`src/pkg/irq_regs_pkg.sv`:
```
// Package: register map, field layout and carriers of the interrupt bookkeeping block
`default_nettype none

package irq_regs_pkg;

  // ----------------------------------------------------------------
  // Sizes
  // ----------------------------------------------------------------
  localparam int DATA_W = 32;
  localparam int ADDR_W = 8;
  localparam int BE_W = 4;
  localparam int BYTE_W = 8;
  localparam int NUM_SRC = 32;
  localparam int SRC_IDX_W = 5;
  localparam int LVL_W = 3;
  localparam int SUB_W = 2;
  localparam int SRC_PER_PRIO = 4;
  localparam int NUM_PRIO_REGS = NUM_SRC / SRC_PER_PRIO;
  localparam int NUM_EVT = 2;

  // ----------------------------------------------------------------
  // Byte offsets
  // ----------------------------------------------------------------
  localparam logic [ADDR_W-1:0] OFS_REQUEST_FLAG = 8'h00;
  localparam logic [ADDR_W-1:0] OFS_SOURCE_ENABLE = 8'h04;
  localparam logic [ADDR_W-1:0] OFS_PENDING = 8'h08;
  localparam logic [ADDR_W-1:0] OFS_CORE_STAT = 8'h0C;
  localparam logic [ADDR_W-1:0] OFS_EVT_STAT = 8'h10;
  localparam logic [ADDR_W-1:0] OFS_EVT_MASK = 8'h14;
  localparam logic [ADDR_W-1:0] OFS_PRIO_BASE = 8'h20;
  localparam logic [ADDR_W-1:0] OFS_PRIO_END = 8'h3C;

  // ----------------------------------------------------------------
  // Field positions
  // ----------------------------------------------------------------
  localparam int SUB_LSB = 0;
  localparam int LVL_LSB = 2;
  localparam logic [BYTE_W-1:0] PRIO_BYTE_MASK = 8'h1F;
  localparam logic [LVL_W-1:0] LVL_OFF = 3'h0;
  localparam int EVT_NEW_REQ = 0;
  localparam int EVT_BAD_ADDR = 1;
  localparam int CSTAT_SRC_LSB = 0;
  localparam int CSTAT_LVL_LSB = 8;
  localparam int CSTAT_SUB_LSB = 12;
  localparam int CSTAT_VALID = 16;

  // ----------------------------------------------------------------
  // Reset values
  // ----------------------------------------------------------------
  localparam logic [DATA_W-1:0] REQUEST_FLAG_RST = 32'h0000_0000;
  localparam logic [DATA_W-1:0] SOURCE_ENABLE_RST = 32'h0000_0000;
  localparam logic [LVL_W-1:0] LVL_RST = 3'h0;
  localparam logic [SUB_W-1:0] SUB_RST = 2'h0;
  localparam logic [NUM_EVT-1:0] EVT_RST = 2'h0;

  // ----------------------------------------------------------------
  // Types
  // ----------------------------------------------------------------
  typedef enum logic {BUS_IDLE, BUS_ANSWER} bus_state_e;

  typedef struct packed {
    logic valid;
    logic [LVL_W-1:0] level;
    logic [SUB_W-1:0] sub;
    logic [SRC_IDX_W-1:0] source;
  } core_req_s;

endpackage : irq_regs_pkg

`default_nettype wire

```
`src/design/irq_flag_regs.sv`:
```
// Module: request flags, enables and priorities behind an Avalon-MM slave
//
// How it works
// - One flag register holds 32 flags, one per source, bits 31 to 0.
// - A flag reads 1 after its source requested, else 0; software may write it.
// - One enable register holds 32 bits; 1 lets the source interrupt, 0 blocks.
// - Each source has a 3-bit priority, codes 1 to 7 give levels 1 to 7.
// - Priority code 0 disables the source whatever its subpriority.
// - Each source has a 2-bit subpriority, codes 0 to 3 give levels 0 to 3.
// - Priority registers pack four sources, one per byte, priority 4:2, sub 1:0.
// - Top three bits of each priority byte read zero and ignore writes.
`default_nettype none

module irq_flag_regs #(
  parameter int NUM_SRC = irq_regs_pkg::NUM_SRC
) (
  // Clock and reset
  input wire logic sys_clk_i,
  input wire logic rst_n_i,
  // Avalon-MM slave
  input wire logic [irq_regs_pkg::ADDR_W-1:0] avs_address_i,
  input wire logic avs_read_i,
  input wire logic avs_write_i,
  input wire logic [irq_regs_pkg::DATA_W-1:0] avs_writedata_i,
  input wire logic [irq_regs_pkg::BE_W-1:0] avs_byteenable_i,
  output logic [irq_regs_pkg::DATA_W-1:0] avs_readdata_o,
  output logic avs_waitrequest_o,
  // Peripheral event pulses, same clock
  input wire logic [NUM_SRC-1:0] src_event_i,
  // Toward the core
  output logic [NUM_SRC-1:0] src_request_o,
  output irq_regs_pkg::core_req_s core_req_o,
  // Block interrupt
  output logic irq_o
);

  // ----------------------------------------------------------------
  // Decoding helpers
  // ----------------------------------------------------------------
  // Only word-aligned offsets decode; a stray byte address counts as unmapped
  function automatic logic is_prio(input logic [irq_regs_pkg::ADDR_W-1:0] a);
    logic in_range;
    in_range = a >= irq_regs_pkg::OFS_PRIO_BASE && a <= irq_regs_pkg::OFS_PRIO_END;
    return in_range && a[1:0] == 2'h0;
  endfunction : is_prio

  function automatic logic is_mapped(input logic [irq_regs_pkg::ADDR_W-1:0] a);
    logic hit;
    hit = is_prio(a);
    case (a)
      irq_regs_pkg::OFS_REQUEST_FLAG,
      irq_regs_pkg::OFS_SOURCE_ENABLE,
      irq_regs_pkg::OFS_PENDING,
      irq_regs_pkg::OFS_CORE_STAT,
      irq_regs_pkg::OFS_EVT_STAT,
      irq_regs_pkg::OFS_EVT_MASK: hit = 1'b1;
      default: hit = hit;
    endcase
    return hit;
  endfunction : is_mapped

  // Byte-lane merge of write data over the old value
  function automatic logic [irq_regs_pkg::DATA_W-1:0] merge_be(
    input logic [irq_regs_pkg::DATA_W-1:0] old_v,
    input logic [irq_regs_pkg::DATA_W-1:0] new_v,
    input logic [irq_regs_pkg::BE_W-1:0] be
  );
    logic [irq_regs_pkg::DATA_W-1:0] res;
    res = old_v;
    for (int b = 0; b < irq_regs_pkg::BE_W; b++) begin
      if (be[b]) begin
        res[b*irq_regs_pkg::BYTE_W +: irq_regs_pkg::BYTE_W] =
          new_v[b*irq_regs_pkg::BYTE_W +: irq_regs_pkg::BYTE_W];
      end
    end
    return res;
  endfunction : merge_be

  // ----------------------------------------------------------------
  // State
  // ----------------------------------------------------------------
  irq_regs_pkg::bus_state_e state_ff;
  logic [irq_regs_pkg::DATA_W-1:0] readdata_ff;
  logic wait_ff;
  logic [NUM_SRC-1:0] flag_ff;
  logic [NUM_SRC-1:0] enable_ff;
  logic [NUM_SRC-1:0][irq_regs_pkg::LVL_W-1:0] level_ff;
  logic [NUM_SRC-1:0][irq_regs_pkg::SUB_W-1:0] sub_ff;
  logic [irq_regs_pkg::NUM_EVT-1:0] evt_stat_ff;
  logic [irq_regs_pkg::NUM_EVT-1:0] evt_mask_ff;
  logic [NUM_SRC-1:0] request_ff;
  irq_regs_pkg::core_req_s core_req_ff;
  logic irq_ff;

  logic fire;
  logic wr_fire;
  logic [NUM_SRC-1:0] forward;
  logic [NUM_SRC-1:0] nxt_flag;
  logic [NUM_SRC-1:0] nxt_enable;
  logic [irq_regs_pkg::NUM_EVT-1:0] evt_set;
  logic [irq_regs_pkg::NUM_EVT-1:0] evt_clr;
  logic [irq_regs_pkg::DATA_W-1:0] nxt_readdata;
  logic [irq_regs_pkg::DATA_W-1:0] prio_word;
  logic [irq_regs_pkg::ADDR_W-1:0] prio_ofs;
  logic [2:0] prio_sel;
  irq_regs_pkg::core_req_s winner;
  logic wr_flag;
  logic wr_enable;
  logic wr_prio;
  logic wr_evt_stat;
  logic wr_evt_mask;
  logic rd_take;
  logic bad_addr;

  // ----------------------------------------------------------------
  // Bus handshake
  // ----------------------------------------------------------------
  // One wait cycle per access keeps read data off a combinational path
  assign fire = state_ff == irq_regs_pkg::BUS_ANSWER;
  assign wr_fire = fire && avs_write_i;

  // Decoded once so every register sees the same accepted access
  assign wr_flag = wr_fire && avs_address_i == irq_regs_pkg::OFS_REQUEST_FLAG;
  assign wr_enable = wr_fire && avs_address_i == irq_regs_pkg::OFS_SOURCE_ENABLE;
  assign wr_prio = wr_fire && is_prio(avs_address_i);
  assign wr_evt_stat = wr_fire && avs_address_i == irq_regs_pkg::OFS_EVT_STAT &&
                       avs_byteenable_i[0];
  assign wr_evt_mask = wr_fire && avs_address_i == irq_regs_pkg::OFS_EVT_MASK &&
                       avs_byteenable_i[0];
  assign rd_take = state_ff == irq_regs_pkg::BUS_IDLE && avs_read_i;
  assign bad_addr = fire && !is_mapped(avs_address_i);

  always_ff @(posedge sys_clk_i) begin
    if (!rst_n_i) begin
      state_ff <= irq_regs_pkg::BUS_IDLE;
      wait_ff <= 1'b1;
    end else begin
      case (state_ff)
        irq_regs_pkg::BUS_IDLE: begin
          if (avs_read_i || avs_write_i) begin
            state_ff <= irq_regs_pkg::BUS_ANSWER;
            wait_ff <= 1'b0;
          end
        end
        irq_regs_pkg::BUS_ANSWER: begin
          state_ff <= irq_regs_pkg::BUS_IDLE;
          wait_ff <= 1'b1;
        end
        default: begin
          state_ff <= irq_regs_pkg::BUS_IDLE;
          wait_ff <= 1'b1;
        end
      endcase
    end
  end

  // ----------------------------------------------------------------
  // Request flags
  // ----------------------------------------------------------------
  // A source event in the clearing cycle still sets the flag
  always_comb begin
    nxt_flag = flag_ff;
    if (wr_flag) begin
      nxt_flag = merge_be(flag_ff, avs_writedata_i, avs_byteenable_i);
    end
    nxt_flag = nxt_flag | src_event_i;
  end

  always_ff @(posedge sys_clk_i) begin
    if (!rst_n_i) begin
      flag_ff <= irq_regs_pkg::REQUEST_FLAG_RST;
    end else begin
      flag_ff <= nxt_flag;
    end
  end

  // ----------------------------------------------------------------
  // Source enables
  // ----------------------------------------------------------------
  always_comb begin
    nxt_enable = enable_ff;
    if (wr_enable) begin
      nxt_enable = merge_be(enable_ff, avs_writedata_i, avs_byteenable_i);
    end
  end

  always_ff @(posedge sys_clk_i) begin
    if (!rst_n_i) begin
      enable_ff <= irq_regs_pkg::SOURCE_ENABLE_RST;
    end else begin
      enable_ff <= nxt_enable;
    end
  end

  // ----------------------------------------------------------------
  // Priority fields
  // ----------------------------------------------------------------
  assign prio_ofs = avs_address_i - irq_regs_pkg::OFS_PRIO_BASE;
  assign prio_sel = prio_ofs[4:2];

  for (genvar g = 0; g < NUM_SRC; g++) begin : g_prio
    localparam int REG_IDX = g / irq_regs_pkg::SRC_PER_PRIO;
    localparam int LANE = g % irq_regs_pkg::SRC_PER_PRIO;
    localparam int BASE = LANE * irq_regs_pkg::BYTE_W;

    // Bits 7:5 of the lane have no storage
    always_ff @(posedge sys_clk_i) begin
      if (!rst_n_i) begin
        level_ff[g] <= irq_regs_pkg::LVL_RST;
        sub_ff[g] <= irq_regs_pkg::SUB_RST;
      end else if (wr_prio &&
                   32'(prio_sel) == REG_IDX && avs_byteenable_i[LANE]) begin
        level_ff[g] <= avs_writedata_i[BASE+irq_regs_pkg::LVL_LSB +: irq_regs_pkg::LVL_W];
        sub_ff[g] <= avs_writedata_i[BASE+irq_regs_pkg::SUB_LSB +: irq_regs_pkg::SUB_W];
      end
    end
  end

  // Pack four sources per word; unimplemented bits stay zero
  always_comb begin
    prio_word = '0;
    for (int l = 0; l < irq_regs_pkg::SRC_PER_PRIO; l++) begin
      prio_word[l*irq_regs_pkg::BYTE_W+irq_regs_pkg::LVL_LSB +: irq_regs_pkg::LVL_W] =
        level_ff[prio_sel*irq_regs_pkg::SRC_PER_PRIO+l];
      prio_word[l*irq_regs_pkg::BYTE_W+irq_regs_pkg::SUB_LSB +: irq_regs_pkg::SUB_W] =
        sub_ff[prio_sel*irq_regs_pkg::SRC_PER_PRIO+l];
    end
    for (int l = 0; l < irq_regs_pkg::SRC_PER_PRIO; l++) begin
      prio_word[l*irq_regs_pkg::BYTE_W +: irq_regs_pkg::BYTE_W] =
        prio_word[l*irq_regs_pkg::BYTE_W +: irq_regs_pkg::BYTE_W] &
        irq_regs_pkg::PRIO_BYTE_MASK;
    end
  end

  // ----------------------------------------------------------------
  // Forwarding to the core
  // ----------------------------------------------------------------
  for (genvar s = 0; s < NUM_SRC; s++) begin : g_fwd
    assign forward[s] = flag_ff[s] && enable_ff[s] &&
                        level_ff[s] != irq_regs_pkg::LVL_OFF;
  end

  irq_pick #(
    .N(NUM_SRC),
    .IDX_W(irq_regs_pkg::SRC_IDX_W)
  ) u_pick (
    .active_i(forward),
    .level_i(level_ff),
    .sub_i(sub_ff),
    .win_o(winner)
  );

  always_ff @(posedge sys_clk_i) begin
    if (!rst_n_i) begin
      request_ff <= '0;
      core_req_ff <= '0;
    end else begin
      request_ff <= forward;
      core_req_ff <= winner;
    end
  end

  // ----------------------------------------------------------------
  // Block events, mask and interrupt
  // ----------------------------------------------------------------
  always_comb begin
    evt_set = '0;
    evt_set[irq_regs_pkg::EVT_NEW_REQ] = |(src_event_i & ~flag_ff);
    evt_set[irq_regs_pkg::EVT_BAD_ADDR] = bad_addr;
    evt_clr = '0;
    if (wr_evt_stat) begin
      evt_clr = avs_writedata_i[irq_regs_pkg::NUM_EVT-1:0];
    end
  end

  always_ff @(posedge sys_clk_i) begin
    if (!rst_n_i) begin
      evt_stat_ff <= irq_regs_pkg::EVT_RST;
    end else begin
      evt_stat_ff <= (evt_stat_ff & ~evt_clr) | evt_set;
    end
  end

  always_ff @(posedge sys_clk_i) begin
    if (!rst_n_i) begin
      evt_mask_ff <= irq_regs_pkg::EVT_RST;
    end else if (wr_evt_mask) begin
      evt_mask_ff <= avs_writedata_i[irq_regs_pkg::NUM_EVT-1:0];
    end
  end

  // Level output lags the status bits by one clock
  always_ff @(posedge sys_clk_i) begin
    if (!rst_n_i) begin
      irq_ff <= 1'b0;
    end else begin
      irq_ff <= |(evt_stat_ff & evt_mask_ff);
    end
  end

  // ----------------------------------------------------------------
  // Read data
  // ----------------------------------------------------------------
  always_comb begin
    nxt_readdata = '0;
    if (is_prio(avs_address_i)) begin
      nxt_readdata = prio_word;
    end else begin
      case (avs_address_i)
        irq_regs_pkg::OFS_REQUEST_FLAG: nxt_readdata = flag_ff;
        irq_regs_pkg::OFS_SOURCE_ENABLE: nxt_readdata = enable_ff;
        irq_regs_pkg::OFS_PENDING: nxt_readdata = request_ff;
        irq_regs_pkg::OFS_CORE_STAT: begin
          nxt_readdata[irq_regs_pkg::CSTAT_SRC_LSB +: irq_regs_pkg::SRC_IDX_W] =
            core_req_ff.source;
          nxt_readdata[irq_regs_pkg::CSTAT_LVL_LSB +: irq_regs_pkg::LVL_W] = core_req_ff.level;
          nxt_readdata[irq_regs_pkg::CSTAT_SUB_LSB +: irq_regs_pkg::SUB_W] = core_req_ff.sub;
          nxt_readdata[irq_regs_pkg::CSTAT_VALID] = core_req_ff.valid;
        end
        irq_regs_pkg::OFS_EVT_STAT: nxt_readdata[irq_regs_pkg::NUM_EVT-1:0] = evt_stat_ff;
        irq_regs_pkg::OFS_EVT_MASK: nxt_readdata[irq_regs_pkg::NUM_EVT-1:0] = evt_mask_ff;
        default: nxt_readdata = '0;
      endcase
    end
  end

  // Captured as the request is accepted; stands through the answer cycle
  always_ff @(posedge sys_clk_i) begin
    if (!rst_n_i) begin
      readdata_ff <= '0;
    end else if (rd_take) begin
      readdata_ff <= nxt_readdata;
    end
  end

  // ----------------------------------------------------------------
  // Outputs
  // ----------------------------------------------------------------
  assign avs_readdata_o = readdata_ff;
  assign avs_waitrequest_o = wait_ff;
  assign src_request_o = request_ff;
  assign core_req_o = core_req_ff;
  assign irq_o = irq_ff;

endmodule : irq_flag_regs

`default_nettype wire

```
`src/design/irq_pick.sv`:
```
// Module: picks the highest priority forwarded source for the core
`default_nettype none

module irq_pick #(
  parameter int N = 32,
  parameter int IDX_W = 5
) (
  // Candidates
  input wire logic [N-1:0] active_i,
  input wire logic [N-1:0][irq_regs_pkg::LVL_W-1:0] level_i,
  input wire logic [N-1:0][irq_regs_pkg::SUB_W-1:0] sub_i,
  // Winner
  output irq_regs_pkg::core_req_s win_o
);

  localparam int KEY_W = irq_regs_pkg::LVL_W + irq_regs_pkg::SUB_W;

  logic [KEY_W-1:0] best_key;
  logic [KEY_W-1:0] key;

  // Strict compare: equal keys keep the lowest source number
  always_comb begin
    best_key = '0;
    key = '0;
    win_o = '0;
    for (int i = 0; i < N; i++) begin
      key = {level_i[i], sub_i[i]};
      if (active_i[i] && (!win_o.valid || key > best_key)) begin
        best_key = key;
        win_o.valid = 1'b1;
        win_o.level = level_i[i];
        win_o.sub = sub_i[i];
        win_o.source = IDX_W'(i);
      end
    end
  end

endmodule : irq_pick

`default_nettype wire

```
`config.mk`:
```
export PLATFORM = sky130hd
export DESIGN_NAME = irq_flag_regs
export DESIGN_NICKNAME = d
export VERILOG_FILES = /design/src/pkg/irq_regs_pkg.sv /design/src/design/irq_flag_regs.sv /design/src/design/irq_pick.sv
export SDC_FILE = /design/constraint.sdc
export NUM_CORES = 1
export LEC_CHECK = 0
export BUFFER_PORTS_ARGS = -buffer_cell sky130_fd_sc_hd__buf_4
export CAP_MARGIN = 20
export CORE_ASPECT_RATIO = 0.8
export CORE_MARGIN = 3
export CORE_UTILIZATION = 30
export DETAILED_ROUTE_END_ITERATION = 12
export PLACE_DENSITY_LB_ADDON = 0.12
export SYNTH_ARGS = -nofsm -noshare
export SYNTH_HDL_FRONTEND = slang
export SYNTH_HIERARCHICAL = 1
export SYNTH_SLANG_ARGS = --single-unit
```
`constraint.sdc`:
```
create_clock -name sys_clk_i -period 138.5 [get_ports sys_clk_i]
set_input_delay 27.7 -clock sys_clk_i [delete_from_list [all_inputs] [get_ports sys_clk_i]]
set_output_delay 27.7 -clock sys_clk_i [all_outputs]
set_load 0.02 [all_outputs]
```
==> key figures, run 1 <==
Global route
  – Initial antenna violation count: 5
  – Largest net degree at the start of global routing: 165
  – GRT Overall Usage: 25.5%
  – Via count of the first global-routing pass: 20,313
  – Grt ovf: 0
  – First-pass GRT wire length: 148 mm

Clock network
  – Post-cts sizing count: 0
  – Inserted Clock Buffers: 38
  – Clock sink total: 306
  – Hold Buf Count CTS: 0
  – Source-to-sink clock delay at the later pin of the worst-skew pair: 0.59 ns
  – TritonCTS clock tree: built
  – Clock-pin slew of the registers on the worst-case setup and hold paths: 0.06 ns
  – Htree depth: 2
  – Setup Buffers After CTS: 0
  – Number of buffers on the longest clock path: 3
  – Library cell used as clock root buffer: sky130_fd_sc_hd__clkbuf_16

Run status
  – Outcome: complete, no violations

Placed design
  – Number of cells after detailed placement: 3,700
  – Buffers on Ports: 156
  – Routability-driven placement congestion ratio: 0.931
  – Detailed placement HPWL: 79.7 mm

Hold path
  – Hold Crit Class: register to register

Yosys
  – Syn nets: 2,858
  – Synthesis Warnings: 6
  – Number of distinct library cell variants in the gate-level netlist after synthesis: 118
  – Ys async rst share: 0%
  – Mean Syn Cell Area: 8.43 um2
  – Most used flip-flop cell after synthesis: sky130_fd_sc_hd__dfxtp_1
  – Share of the synthesized area in the top cell type: 27.2%
  – Synthesized instance count: 2,669
  – Leading post-synthesis cells by cell area: sky130_fd_sc_hd__dfxtp_1 27%, sky130_fd_sc_hd__mux2i_1 14%, sky130_fd_sc_hd__ha_1 6.1%
  – Post-synth EDFFs: 0
  – Cell Area, Synth: 22,500 um2
  – Dominant cell type by area after synthesis: sky130_fd_sc_hd__dfxtp_1
  – Register bit total from synthesis: 306
  – Sequential fraction of the synthesis area: 27.2%

Setup path
  – Start point of the critical path: level_ff[2]
  – Startpoint kind of the worst setup timing path: register
  – Critical Path Most Common Cell: sky130_fd_sc_hd__ha_1
  – Kind of capture point of the worst setup path: register
  – Worst setup path end: core_req_o[4]
  – Worst flop-to-flop path endpoint: core_req_o[4]
  – Worst reg2reg path depth: 247
  – Flop-to-flop setup slack: 80.82 ns
  – Crit path arrival time: 58.15 ns
  – Crit Path Category: register to register
  – Delay of the slowest cell on the worst path: 0.81 ns
  – Startpoint of the most critical register-to-register path: level_ff[2]
  – Buffers and inverters on the worst path: 19
  – CP top delay family: compound AO/OA/AOI/OAI gates
  – Maximum fanout along the worst path: 18
  – Data required, critical path: 138.96 ns
  – CP max stage cell: sky130_fd_sc_hd__nor4b_1
  – Worst path depth: 247

Floorplanning
  – Number of standard-cell rows in the floorplan: 89
  – Core region area: 73,900 um2
  – I/O pin count: 157
  – Overall die height: 251 um
  – Effective utilization at floorplan: 30.4%
  – Floorplan die width: 312 um
  – Die outline area: 78,300 um2

STA
  – Final worst clock skew: 0.0302 ns
  – Unrepaired setup endpoints after global routing: false
  – Final cycle utilization of the critical path: 41.6%
  – Number of hold violations in the final report: 0
  – Slew margin rel.: 17.5%
  – Worst hold-check slack: 0.453 ns
  – Min Tclk post-route: 57.68 ns
  – Maximum achievable frequency: 17.3 MHz
  – Total of endpoints with negative setup slack in the final report: 0
  – Count of pins over their slew limit: 0
  – Aggregate negative setup slack: 0 ns
  – Transition at the pin with the smallest max-transition slack: 1.24 ns

Route
  – Average wire per standard cell: 27.7 um
  – Final routed wirelength across all metal layers: 104 mm
  – Remaining number of nets flagged by the antenna check after routing: 0
  – Count of vias placed by the detailed router: 22,076
  – First-iteration detailed-routing DRC count: 2,343
  – First-pass iteration count of the detailed router: 5
  – DR vias/cell: 5.86
  – DRC violations left: 0

Finish
  – Final cell count without fillers: 3,770
  – Final-stage net count: 2,930
  – Synth-to-Final Area Change: 14.9%
  – Number of fillers in the final layout: 7,728
  – Fraction of layout instances using a drive strength above 1: 13.5%

Power
  – Peak VDD IR: 0.00686 mV
  – Power per cell area: 8.38 nW/um2
  – Static leakage power: 12.2 nW

Run
  – Number of max-cap violations: 0
-- cells in the final DEF, fill, tap and decap left out, types with 12 or more instances in the layout --
| cell | instances |
|---|---|
| sky130_fd_sc_hd__mux2i_1 | 321 |
| sky130_fd_sc_hd__dfxtp_1 | 306 |
| sky130_fd_sc_hd__nor2_1 | 300 |
| sky130_fd_sc_hd__buf_4 | 168 |
| sky130_fd_sc_hd__inv_1 | 164 |
| sky130_fd_sc_hd__nand2_1 | 157 |
| sky130_fd_sc_hd__a21oi_1 | 147 |
| sky130_fd_sc_hd__ha_1 | 109 |
| sky130_fd_sc_hd__o21ai_0 | 83 |
| sky130_fd_sc_hd__and2_1 | 72 |
| sky130_fd_sc_hd__nand3_1 | 69 |
| sky130_fd_sc_hd__nand4_1 | 55 |
| sky130_fd_sc_hd__a22oi_1 | 47 |
| sky130_fd_sc_hd__clkbuf_16 | 41 |
| sky130_fd_sc_hd__nand2b_1 | 40 |
| sky130_fd_sc_hd__mux2_2 | 37 |
| sky130_fd_sc_hd__o311a_1 | 35 |
| sky130_fd_sc_hd__nor3_1 | 33 |
| sky130_fd_sc_hd__mux4_2 | 30 |
| sky130_fd_sc_hd__o21ai_1 | 30 |
| sky130_fd_sc_hd__or3_1 | 29 |
| sky130_fd_sc_hd__a31oi_1 | 26 |
| sky130_fd_sc_hd__o2bb2ai_1 | 24 |
| sky130_fd_sc_hd__nor2b_1 | 22 |
| sky130_fd_sc_hd__o211ai_1 | 21 |
| sky130_fd_sc_hd__and3_1 | 19 |
| sky130_fd_sc_hd__xnor2_1 | 18 |
| sky130_fd_sc_hd__a21o_1 | 16 |
| sky130_fd_sc_hd__o22ai_1 | 15 |
| sky130_fd_sc_hd__o2111ai_1 | 15 |
| sky130_fd_sc_hd__o21a_1 | 14 |
| sky130_fd_sc_hd__nor4_1 | 12 |
| sky130_fd_sc_hd__o31ai_1 | 12 |
-- report_power, final --
part	total [mW]	switching (mW)	internal [mW]
Combinational	0.0156	0.0110	0.00459
Sequential	0.0907	0.00176	0.0890
Clock	0.110	0.0438	0.0664
Total	0.216	0.0565	0.160
-- synth_stat cells, types with 14 or more instances --
master and count:
sky130_fd_sc_hd__buf_2 29, sky130_fd_sc_hd__o21ai_0 83, sky130_fd_sc_hd__or3_1 29, sky130_fd_sc_hd__o2111ai_1 15, sky130_fd_sc_hd__ha_1 109, sky130_fd_sc_hd__and2_1 72
sky130_fd_sc_hd__o22ai_1 15, sky130_fd_sc_hd__o311a_1 35, sky130_fd_sc_hd__nor2b_1 24, sky130_fd_sc_hd__inv_1 164, sky130_fd_sc_hd__nand2_1 157, sky130_fd_sc_hd__nand2b_1 41
sky130_fd_sc_hd__a21o_1 16, sky130_fd_sc_hd__a22oi_1 47, sky130_fd_sc_hd__o2bb2ai_1 24, sky130_fd_sc_hd__nand3_1 69, sky130_fd_sc_hd__o21ai_1 30, sky130_fd_sc_hd__nor2_1 300
sky130_fd_sc_hd__nor3_1 33, sky130_fd_sc_hd__o211ai_1 21, sky130_fd_sc_hd__and3_1 19, sky130_fd_sc_hd__dfxtp_1 306, sky130_fd_sc_hd__xnor2_1 18, sky130_fd_sc_hd__nor4_1 14
sky130_fd_sc_hd__clkbuf_1 96, sky130_fd_sc_hd__a21oi_1 147, sky130_fd_sc_hd__mux2i_1 321, sky130_fd_sc_hd__mux4_2 30, sky130_fd_sc_hd__a31oi_1 26, sky130_fd_sc_hd__nand4_1 55
sky130_fd_sc_hd__o21a_1 14, sky130_fd_sc_hd__mux2_2 37
-- area by class of cell --
class	count	area, um2	area share, %
repair buffers	170	1280	4.95
inverters	165	627	2.43
well taps	1001	1250	4.85
multi-input cells	2060	15200	58.8
diodes	1	2.50	0.00969
clock buffers	50	1120	4.34
flip-flops and latches	306	6130	23.7
clock inverters	17	229	0.887
-- through the flow --
| stage | util [%] | total power, mW | worst slack [ns] | cell area [um2] |
|---|---|---|---|---|
| finish | 34.9 | 0.216 | 80.82 | 25800 |
| global route | 34.9 | 0.222 | 75.94 | 25800 |
| CTS | 34.9 | 0.218 | 81.72 | 25800 |
| detailed placement | 33.1 | 0.108 | 81.94 | 24500 |
| global placement | 33.1 | 0.108 | 83.12 | 24500 |
| floorplan | - | 0.0993 | 89.28 | 22500 |
-- tightest hold or removal path, delay by kind of cell, from the launching register on --
kind / cells / cell delay [ns]
flip-flops: 1 / 0.31
AND/OR/NAND/NOR: 1 / 0.05
AO/OA/AOI/OAI: 1 / 0.05
-- layer usage --
metal / GRT usage [%] / vias to the layer above / wire length, um
met1: 39.8 / 10878 / 52300
met5: 0 / - / 0
met4: 4.57 / 0 / 1650
met3: 5.70 / 92 / 9500
li1: - / 10080 / -
met2: 35.5 / 1026 / 41000
-- cells by family (layout without fill, tap and decap cells) --
family	Yosys count	count (layout)	share of synthesized area [%]
and+or+nand+nor	886	886	19.8
AOI/OAI and AO/OA	638	638	20.6
muxes	397	397	19.7
DFF	306	306	27.2
buffers and inverters	303	402	5.30
adders and majority gates	113	113	6.25
xor gates and xnor gates	26	26	1.05
other	0	1	0
-- worst min path at each step --
stage | startpoint | endpoint | slack, ns | depth (start not counted)
2_1_floorplan | sub_ff[0] | sub_ff[0] | 0.47 | 2
3_3_place_gp | avs_readdata_o[22] | avs_readdata_o[22] | 0.45 | 2
3_5_place_dp | avs_readdata_o[30] | avs_readdata_o[30] | 0.45 | 2
4_1_cts | avs_readdata_o[30] | avs_readdata_o[30] | 0.45 | 2
5_1_grt | avs_readdata_o[14] | avs_readdata_o[14] | 0.47 | 2
6_report | avs_readdata_o[6] | avs_readdata_o[6] | 0.45 | 2
-- registers in the layout (all words and copies together), names as in the netlist --
register / count
level_ff: 96
sub_ff: 64
avs_readdata_o: 32
enable_ff: 32
flag_ff: 32
src_request_o: 32
core_req_o: 11
evt_mask_ff: 2
evt_stat_ff: 2
avs_waitrequest_o: 1
fire: 1
irq_o: 1
No activity file was read; power rests on OpenSTA's default activity.
==> inputs of run 2 (changes only) <==
ABC_AREA = 1   (was default)
clock period = 50.5 ns   (was 138.5 ns; I/O delays follow)
==> run 2 against run 1 <==
Effect of this change: clock-buffer cell count unchanged; routed wire length down 2.4%; register-to-register slack worse by 73 ns; largest cell class unchanged; highest routed layer unchanged; synthesized cell count up 28%; clock skew up 0.0021 ns; largest power group unchanged.
==> key figures, run 2 <==
Setup path
  – Delay of the slowest cell on the worst path: 0.46 ns (-0.35 ns)
  – Critical Path Most Common Cell: sky130_fd_sc_hd__nand2_1
  – Startpoint of the most critical register-to-register path: flag_ff[0]
  – Kind of capture point of the worst setup path: register
  – Start point of the critical path: flag_ff[0]
  – Data required, critical path: 51.00 ns (-87.96 ns)
  – CP max stage cell: sky130_fd_sc_hd__o21ai_0
  – Crit Path Category: register to register
  – Startpoint kind of the worst setup timing path: register
  – Maximum fanout along the worst path: 13 (-5)
  – Crit path arrival time: 43.46 ns (-14.69 ns)

Route
  – DRC violations left: 0 (unchanged)
  – First-pass iteration count of the detailed router: 5 (unchanged)
  – First-iteration detailed-routing DRC count: 2,633 (+12%)
  – DR vias/cell: 5.09 (-13%)
  – Average wire per standard cell: 22.5 um (-19%)
  – Remaining number of nets flagged by the antenna check after routing: 0 (unchanged)
  – Count of vias placed by the detailed router: 23,032 (+4.3%)
  – Final routed wirelength across all metal layers: 102 mm (-2.4%)

Yosys
  – Syn nets: 3,617 (+27%)
  – Cell Area, Synth: 22,300 um2 (-0.82%)
  – Synthesized instance count: 3,428 (+28%)
  – Synthesis Warnings: 6 (unchanged)
  – Top cell types by occurrence after synthesis: 910 x sky130_fd_sc_hd__nand2_1, 358 x sky130_fd_sc_hd__inv_1, 357 x sky130_fd_sc_hd__nand3_1, 306 x sky130_fd_sc_hd__dfxtp_1, 273 x sky130_fd_sc_hd__nor2_1
  – Simple-Gate Fraction of Synth Area: 43.3% (+24 points)
  – Ys async rst share: 0% (unchanged)
  – Register bit total from synthesis: 306 (unchanged)
  – Mean Syn Cell Area: 6.51 um2 (-23%)
  – Post-synthesis compound-gate area fraction: 12.3% (-8.3 points)
  – Leading post-synthesis cells by cell area: sky130_fd_sc_hd__dfxtp_1 27%, sky130_fd_sc_hd__nand2_1 15%, sky130_fd_sc_hd__nand3_1 8.0%
  – Post-synth EDFFs: 0 (unchanged)
  – Most used flip-flop cell after synthesis: sky130_fd_sc_hd__dfxtp_1
  – Post-Synth XOR/XNOR Area: 0% (-1.0 points)
  – Share of the synthesized area in the top cell type: 27.5% (+0.23 points)
  – Adder-Cell Fraction of Synth Area: 6.12% (-0.13 points)
  – Dominant cell type by area after synthesis: sky130_fd_sc_hd__dfxtp_1
  – Number of distinct library cell variants in the gate-level netlist after synthesis: 50 (-58%)
  – Sequential fraction of the synthesis area: 27.5% (+0.23 points)
  – Largest family of logic cells by synthesized area: simple AND/OR/NAND/NOR gates
  – Multiplexer share of the synthesized area: 0% (-20 points)
  – Most common cell in the netlist: sky130_fd_sc_hd__nand2_1

Finish
  – Number of fillers in the final layout: 8,100 (+4.8%)
  – Final cell count without fillers: 4,523 (+20%)
  – Registers with the most flip-flops: level_ff (96), sub_ff (64)
  – Leading cell types in the layout, fill and taps excluded: 910 x sky130_fd_sc_hd__nand2_1, 358 x sky130_fd_sc_hd__inv_1, 357 x sky130_fd_sc_hd__nand3_1
  – Largest Register: level_ff
  – Commonest non-fill, non-tap cell in the layout: sky130_fd_sc_hd__nand2_1
  – Number of flip-flops in the largest register: 96 (unchanged)
  – Final-stage net count: 3,692 (+26%)
  – Synth-to-Final Area Change: 13.5%
  – Fraction of layout instances using a drive strength above 1: 16.6% (+3.1 points)

Clock network
  – Hold Buf Count CTS: 0 (unchanged)
  – Htree depth: 2 (unchanged)
  – Number of buffers on the longest clock path: 3 (unchanged)
  – Source-to-sink clock delay at the later pin of the worst-skew pair: 0.61 ns (+0.02 ns)
  – TritonCTS clock tree: built
  – Clock-pin slew of the registers on the worst-case setup and hold paths: 0.07 ns (about the same)
  – Clock sink total: 306 (unchanged)
  – Library cell used as clock root buffer: sky130_fd_sc_hd__clkbuf_16
  – Inserted Clock Buffers: 39 (+2.6%)
  – Setup Buffers After CTS: 0 (unchanged)
  – Post-cts sizing count: 0 (unchanged)

Placed design
  – Number of cells after detailed placement: 4,452 (+20%)
  – Detailed placement HPWL: 76.4 mm (-4.1%)
  – Routability-driven placement congestion ratio: 0.940 (+0.97%)
  – Buffers on Ports: 156 (unchanged)

Global route
  – Via count of the first global-routing pass: 20,575 (+1.3%)
  – GRT Overall Usage: 25.3% (-0.28 points)
  – Grt ovf: 0 (unchanged)
  – Initial antenna violation count: 5 (unchanged)
  – First-pass GRT wire length: 146 mm (-1.3%)
  – Largest net degree at the start of global routing: 88 (-47%)

Floorplanning
  – Overall die height: 250 um (-0.40%)
  – Number of standard-cell rows in the floorplan: 88 (-1.1%)
  – Effective utilization at floorplan: 30.6% (+0.18 points)
  – Floorplan die width: 311 um (-0.41%)
  – Core region area: 72,900 um2 (-1.4%)
  – Die outline area: 77,700 um2 (-0.81%)
  – I/O pin count: 157 (unchanged)

Hold path
  – Hold Crit Class: register to register
  – Worst min-delay path startpoint: enable_ff[9]

STA
  – Aggregate negative setup slack: 0 ns (unchanged)
  – Unrepaired setup endpoints after global routing: false
  – Final worst clock skew: 0.0323 ns (+0.00210 ns)
  – Slew margin rel.: 26.4% (+8.9 points)
  – Maximum achievable frequency: 23.3 MHz (+34%)
  – Total of endpoints with negative setup slack in the final report: 0 (unchanged)
  – Min Tclk post-route: 42.96 ns (-14.72 ns)
  – Final cycle utilization of the critical path: 85.1% (+43 points)
  – Count of pins over their slew limit: 0 (unchanged)
  – Number of hold violations in the final report: 0 (unchanged)
  – Transition at the pin with the smallest max-transition slack: 1.10 ns (-0.139 ns)

Power
  – Static leakage power: 11.9 nW (-2.5%)
  – Final Total Pwr: 0.583 mW (+170%)
  – Power per cell area: 23.0 nW/um2 (+170%)
  – Peak VDD IR: 0.0186 mV (+170%)

Run status
  – Outcome: complete, no violations

Run
  – Number of max-cap violations: 0 (unchanged)
[run 2: changes by cell type after synthesis, moves of 42 or more]
cell,change
sky130_fd_sc_hd__nand2_1,+753
sky130_fd_sc_hd__mux2i_1,-321
sky130_fd_sc_hd__nand3_1,+288
sky130_fd_sc_hd__inv_1,+194
sky130_fd_sc_hd__nand2_2,+119
sky130_fd_sc_hd__a21oi_1,+75
sky130_fd_sc_hd__nor2_2,+63
sky130_fd_sc_hd__o21ai_0,+59
sky130_fd_sc_hd__clkbuf_1,-53
sky130_fd_sc_hd__a22oi_1,-47
sky130_fd_sc_hd__nand2_4,+43
sky130_fd_sc_hd__nand3b_1,+42
[run 2: logic make-up after synthesis]
logic type | Yosys count
AO/OA/AOI/OAI | 502
adder cells (fa/ha/maj) | 109
buffers and inverters | 537
flip-flops | 306
AND/OR/NAND/NOR | 1974
[run 2: worst paths after layout]
check / endpoint / slack, ns / cells after the start
worst min-delay path: enable_ff[9] / 0.47 / 2
worst min register to register: enable_ff[9] / 0.47 / 2
worst max register to register: core_req_o[3] / 7.54 / 297
worst max-delay path: core_req_o[3] / 7.54 / 297
[run 2: critical path, delay by kind of cell (launching register included)]
kind                     cells  cell delay [ns]
AO/OA/AOI/OAI               60            10.69
adder cells (fa/ha/maj)     31             9.97
buffers and inverters        9             0.83
flip-flops                   1             0.44
AND/OR/NAND/NOR            197            20.79
[run 2: stage by stage]
step | cell area, um2 | hold slack (ns) | worst slack (ns) | util [%]
final | 25300 | 0.466 | 7.54 | 34.7
after global routing | 25300 | 0.485 | 3.05 | 34.7
after CTS | 25300 | 0.467 | 8.19 | 34.7
after detailed placement | 24000 | 0.457 | 8.30 | 32.9
after global placement | 24000 | 0.458 | 8.33 | 32.9
after floorplan | 22300 | 0.437 | 14.12 | -
[run 2: report_power, final]
part,switching (mW),internal (mW),total (mW),leakage (nW)
logic,0.0320,0.0102,0.0422,8.78
registers,0.00356,0.244,0.248,2.48
clock network,0.127,0.166,0.293,0.639
[run 2: layer usage]
| metal | routed length (um) | GRT usage, % | vias up |
|---|---|---|---|
| met2 | 39200 | 34.4 | 998 |
| met4 | 1860 | 4.94 | 0 |
| li1 | - | - | 11208 |
| met3 | 9680 | 5.59 | 106 |
| met5 | 0 | 0 | - |
| met1 | 51100 | 39.7 | 10720 |
[run 2: cell type report]
class	count	area [um2]	area share, %
clock buffer	50	1100	4.33
antenna	1	2.50	0.00989
tap	990	1240	4.89
clock inverter	20	234	0.924
timing repair buffer	174	1310	5.16
sequential	306	6130	24.2
multi-input combinational	2585	13800	54.4
inverter	397	1530	6.04
==> inputs of run 3 (changes only) <==
clock period = 53.2 ns   (was 50.5 ns; I/O delays follow)
==> run 3 against run 2 <==
Effect of this change: sequential share of layout area hardly changed; clock-buffer cell count is 7 higher; via count is 0.78% higher; largest power group unchanged.
==> key figures, run 3 (synthesized netlist as in run 2, its figures left out) <==
Hold path
  – Worst min-delay path startpoint: enable_ff[9]
  – WHS Path Cells: 2 (unchanged)
  – Hold Crit Class: register to register
  – Worst Hold Endpoint: enable_ff[9]

Placed design
  – DP Area: 24,000 um2 (about the same)
  – Buffers on Ports: 156 (unchanged)
  – Routability-driven placement congestion ratio: 0.943 (+0.33%)
  – Detailed placement HPWL: 76.4 mm (about the same)
  – Number of cells after detailed placement: 4,451 (-0.022%)

STA
  – Slew margin rel.: 31.1% (+4.7 points)
  – Aggregate negative setup slack: 0 ns (unchanged)
  – Final worst clock skew: 0.0382 ns (+0.00589 ns)
  – Unrepaired setup endpoints after global routing: false
  – Transition at the pin with the smallest max-transition slack: 1.03 ns (-0.0647 ns)
  – Maximum achievable frequency: 23.4 MHz (+0.65%)
  – Final cycle utilization of the critical path: 80.2% (-4.8 points)
  – Count of pins over their slew limit: 0 (unchanged)
  – Total of endpoints with negative setup slack in the final report: 0 (unchanged)
  – Number of hold violations in the final report: 0 (unchanged)
  – Min Tclk post-route: 42.69 ns (-0.278 ns)

Finish
  – Layout Utilization: 34.7% (-0.048 points)
  – Synth-to-Final Area Change: 13.4%
  – Final-stage net count: 3,691 (-0.027%)
  – Number of flip-flops in the largest register: 96 (unchanged)
  – Registers with the most flip-flops: level_ff (96), sub_ff (64)
  – Post-route cell area: 25,300 um2 (-0.14%)
  – Leading cell types in the layout, fill and taps excluded: 910 x sky130_fd_sc_hd__nand2_1, 358 x sky130_fd_sc_hd__inv_1, 357 x sky130_fd_sc_hd__nand3_1
  – Final cell count without fillers: 4,518 (-0.11%)
  – Fraction of layout instances using a drive strength above 1: 16.3% (-0.29 points)
  – Largest Register: level_ff
  – Commonest non-fill, non-tap cell in the layout: sky130_fd_sc_hd__nand2_1

Setup path
  – Kind of capture point of the worst setup path: register
  – Worst reg2reg path depth: 297 (unchanged)
  – Startpoint kind of the worst setup timing path: register
  – Data required, critical path: 53.68 ns (+2.68 ns)
  – Crit path arrival time: 43.17 ns (-0.29 ns)
  – Critical Path Most Common Cell: sky130_fd_sc_hd__nand2_1
  – Worst flop-to-flop path endpoint: core_req_o[4]
  – Maximum fanout along the worst path: 13 (unchanged)
  – Flop-to-flop setup slack: 10.51 ns (+2.98 ns)
  – CP max stage cell: sky130_fd_sc_hd__o21ai_0
  – Crit Path Category: register to register
  – Startpoint of the most critical register-to-register path: flag_ff[0]
  – Delay of the slowest cell on the worst path: 0.49 ns (+0.03 ns)

Clock network
  – Number of buffers on the longest clock path: 3 (unchanged)
  – Clock-pin slew of the registers on the worst-case setup and hold paths: 0.06 ns (about the same)
  – Clock sink total: 306 (unchanged)
  – Library cell used as clock root buffer: sky130_fd_sc_hd__clkbuf_16
  – TritonCTS clock tree: built
  – Source-to-sink clock delay at the later pin of the worst-skew pair: 0.58 ns (-0.03 ns)
  – Hold Buf Count CTS: 0 (unchanged)
  – Setup Buffers After CTS: 0 (unchanged)
  – Post-cts sizing count: 0 (unchanged)
  – Inserted Clock Buffers: 39 (unchanged)
  – Htree depth: 2 (unchanged)

Run
  – Number of max-cap violations: 0 (unchanged)

Floorplanning
  – Core region area: 72,900 um2 (unchanged)
  – Die outline area: 77,700 um2 (unchanged)
  – Number of standard-cell rows in the floorplan: 88 (unchanged)
  – Overall die height: 250 um (unchanged)
  – I/O pin count: 157 (unchanged)
  – Effective utilization at floorplan: 30.6% (unchanged)
  – Floorplan die width: 311 um (unchanged)

Route
  – DR vias/cell: 5.14 (+0.89%)
  – Count of vias placed by the detailed router: 23,211 (+0.78%)
  – First-pass iteration count of the detailed router: 6 (+1)
  – Final routed wirelength across all metal layers: 102 mm (+0.18%)
  – Remaining number of nets flagged by the antenna check after routing: 0 (unchanged)
  – DRC violations left: 0 (unchanged)
  – First-iteration detailed-routing DRC count: 2,646 (+0.49%)
  – Average wire per standard cell: 22.6 um (+0.29%)

Global route
  – First-pass GRT wire length: 146 mm (-0.20%)
  – Initial antenna violation count: 5 (unchanged)
  – Largest net degree at the start of global routing: 88 (unchanged)
  – Grt ovf: 0 (unchanged)
  – GRT Overall Usage: 25.2% (-0.036 points)
  – Via count of the first global-routing pass: 20,791 (+1.0%)

Power
  – Static leakage power: 11.9 nW (about the same)
  – Peak VDD IR: 0.0203 mV (+9.1%)
  – Power per cell area: 22.0 nW/um2 (-4.7%)
  – Final Total Pwr: 0.555 mW (-4.8%)

Run status
  – Outcome: complete, no violations
run 3: changes by cell type in the layout (fill, tap and decap cells not counted):
cell	change
sky130_fd_sc_hd__clkbuf_1	+6
sky130_fd_sc_hd__clkinv_2	-6
sky130_fd_sc_hd__clkinvlp_4	-5
sky130_fd_sc_hd__bufinv_16	+2
sky130_fd_sc_hd__clkinv_16	-2
sky130_fd_sc_hd__clkinv_8	+2
sky130_fd_sc_hd__buf_4	-1
sky130_fd_sc_hd__clkbuf_8	+1
sky130_fd_sc_hd__clkinv_4	-1
sky130_fd_sc_hd__inv_16	-1
run 3: where the power goes:
| part | switching, mW | internal [mW] | leakage (nW) |
|---|---|---|---|
| clock network | 0.113 | 0.167 | 0.634 |
| registers | 0.00335 | 0.232 | 2.48 |
| logic | 0.0306 | 0.00972 | 8.78 |
| total | 0.147 | 0.408 | 11.9 |
run 3: metrics by stage:
| stage | worst slack, ns | hold slack (ns) |
|---|---|---|
| 5_1_grt | 6.25 | 0.488 |
| 2_1_floorplan | 16.82 | 0.437 |
| 6_report | 10.51 | 0.468 |
| 4_1_cts | 10.97 | 0.466 |
| 3_3_place_gp | 11.12 | 0.459 |
| 3_5_place_dp | 11.11 | 0.456 |
run 3: worst max-delay path: cells and delay by family (launching register included):
family | cells | cell delay [ns]
buffers and inverters | 9 | 0.85
adders and majority gates | 31 | 9.98
DFF | 1 | 0.43
AOI/OAI and AO/OA | 58 | 10.57
and+or+nand+nor | 199 | 20.70
run 3: metal layers:
metal / GRT usage, % / up-vias / part of all wire, %
li1: - / 11208 / -
met1: 38.8 / 10822 / 49
met2: 34.2 / 1050 / 38
met3: 6.42 / 131 / 10
met4: 6.21 / 0 / 2.5
met5: 0 / - / 0
run 3: cell type report:
type / instances / area (um2)
Antenna cell: 1 / 2.50
Clock buffer: 57 / 1130
Clock inverter: 9 / 170
Fill cell: 8237 / 47600
Inverter: 397 / 1530
Multi-Input combinational cell: 2585 / 13800
Sequential cell: 306 / 6130
Tap cell: 990 / 1240
Timing Repair Buffer: 173 / 1300
run 3: worst max path at each step:
stage	depth (start not counted)	start	slack (ns)	end
finish	297	flag_ff[0]	10.51	core_req_o[4]
global route	297	flag_ff[0]	6.25	core_req_o[4]
CTS	297	flag_ff[0]	10.97	core_req_o[4]
detailed placement	297	flag_ff[0]	11.11	core_req_o[4]
global placement	297	flag_ff[0]	11.12	core_req_o[3]
floorplan	331	level_ff[2]	16.82	core_req_o[3]
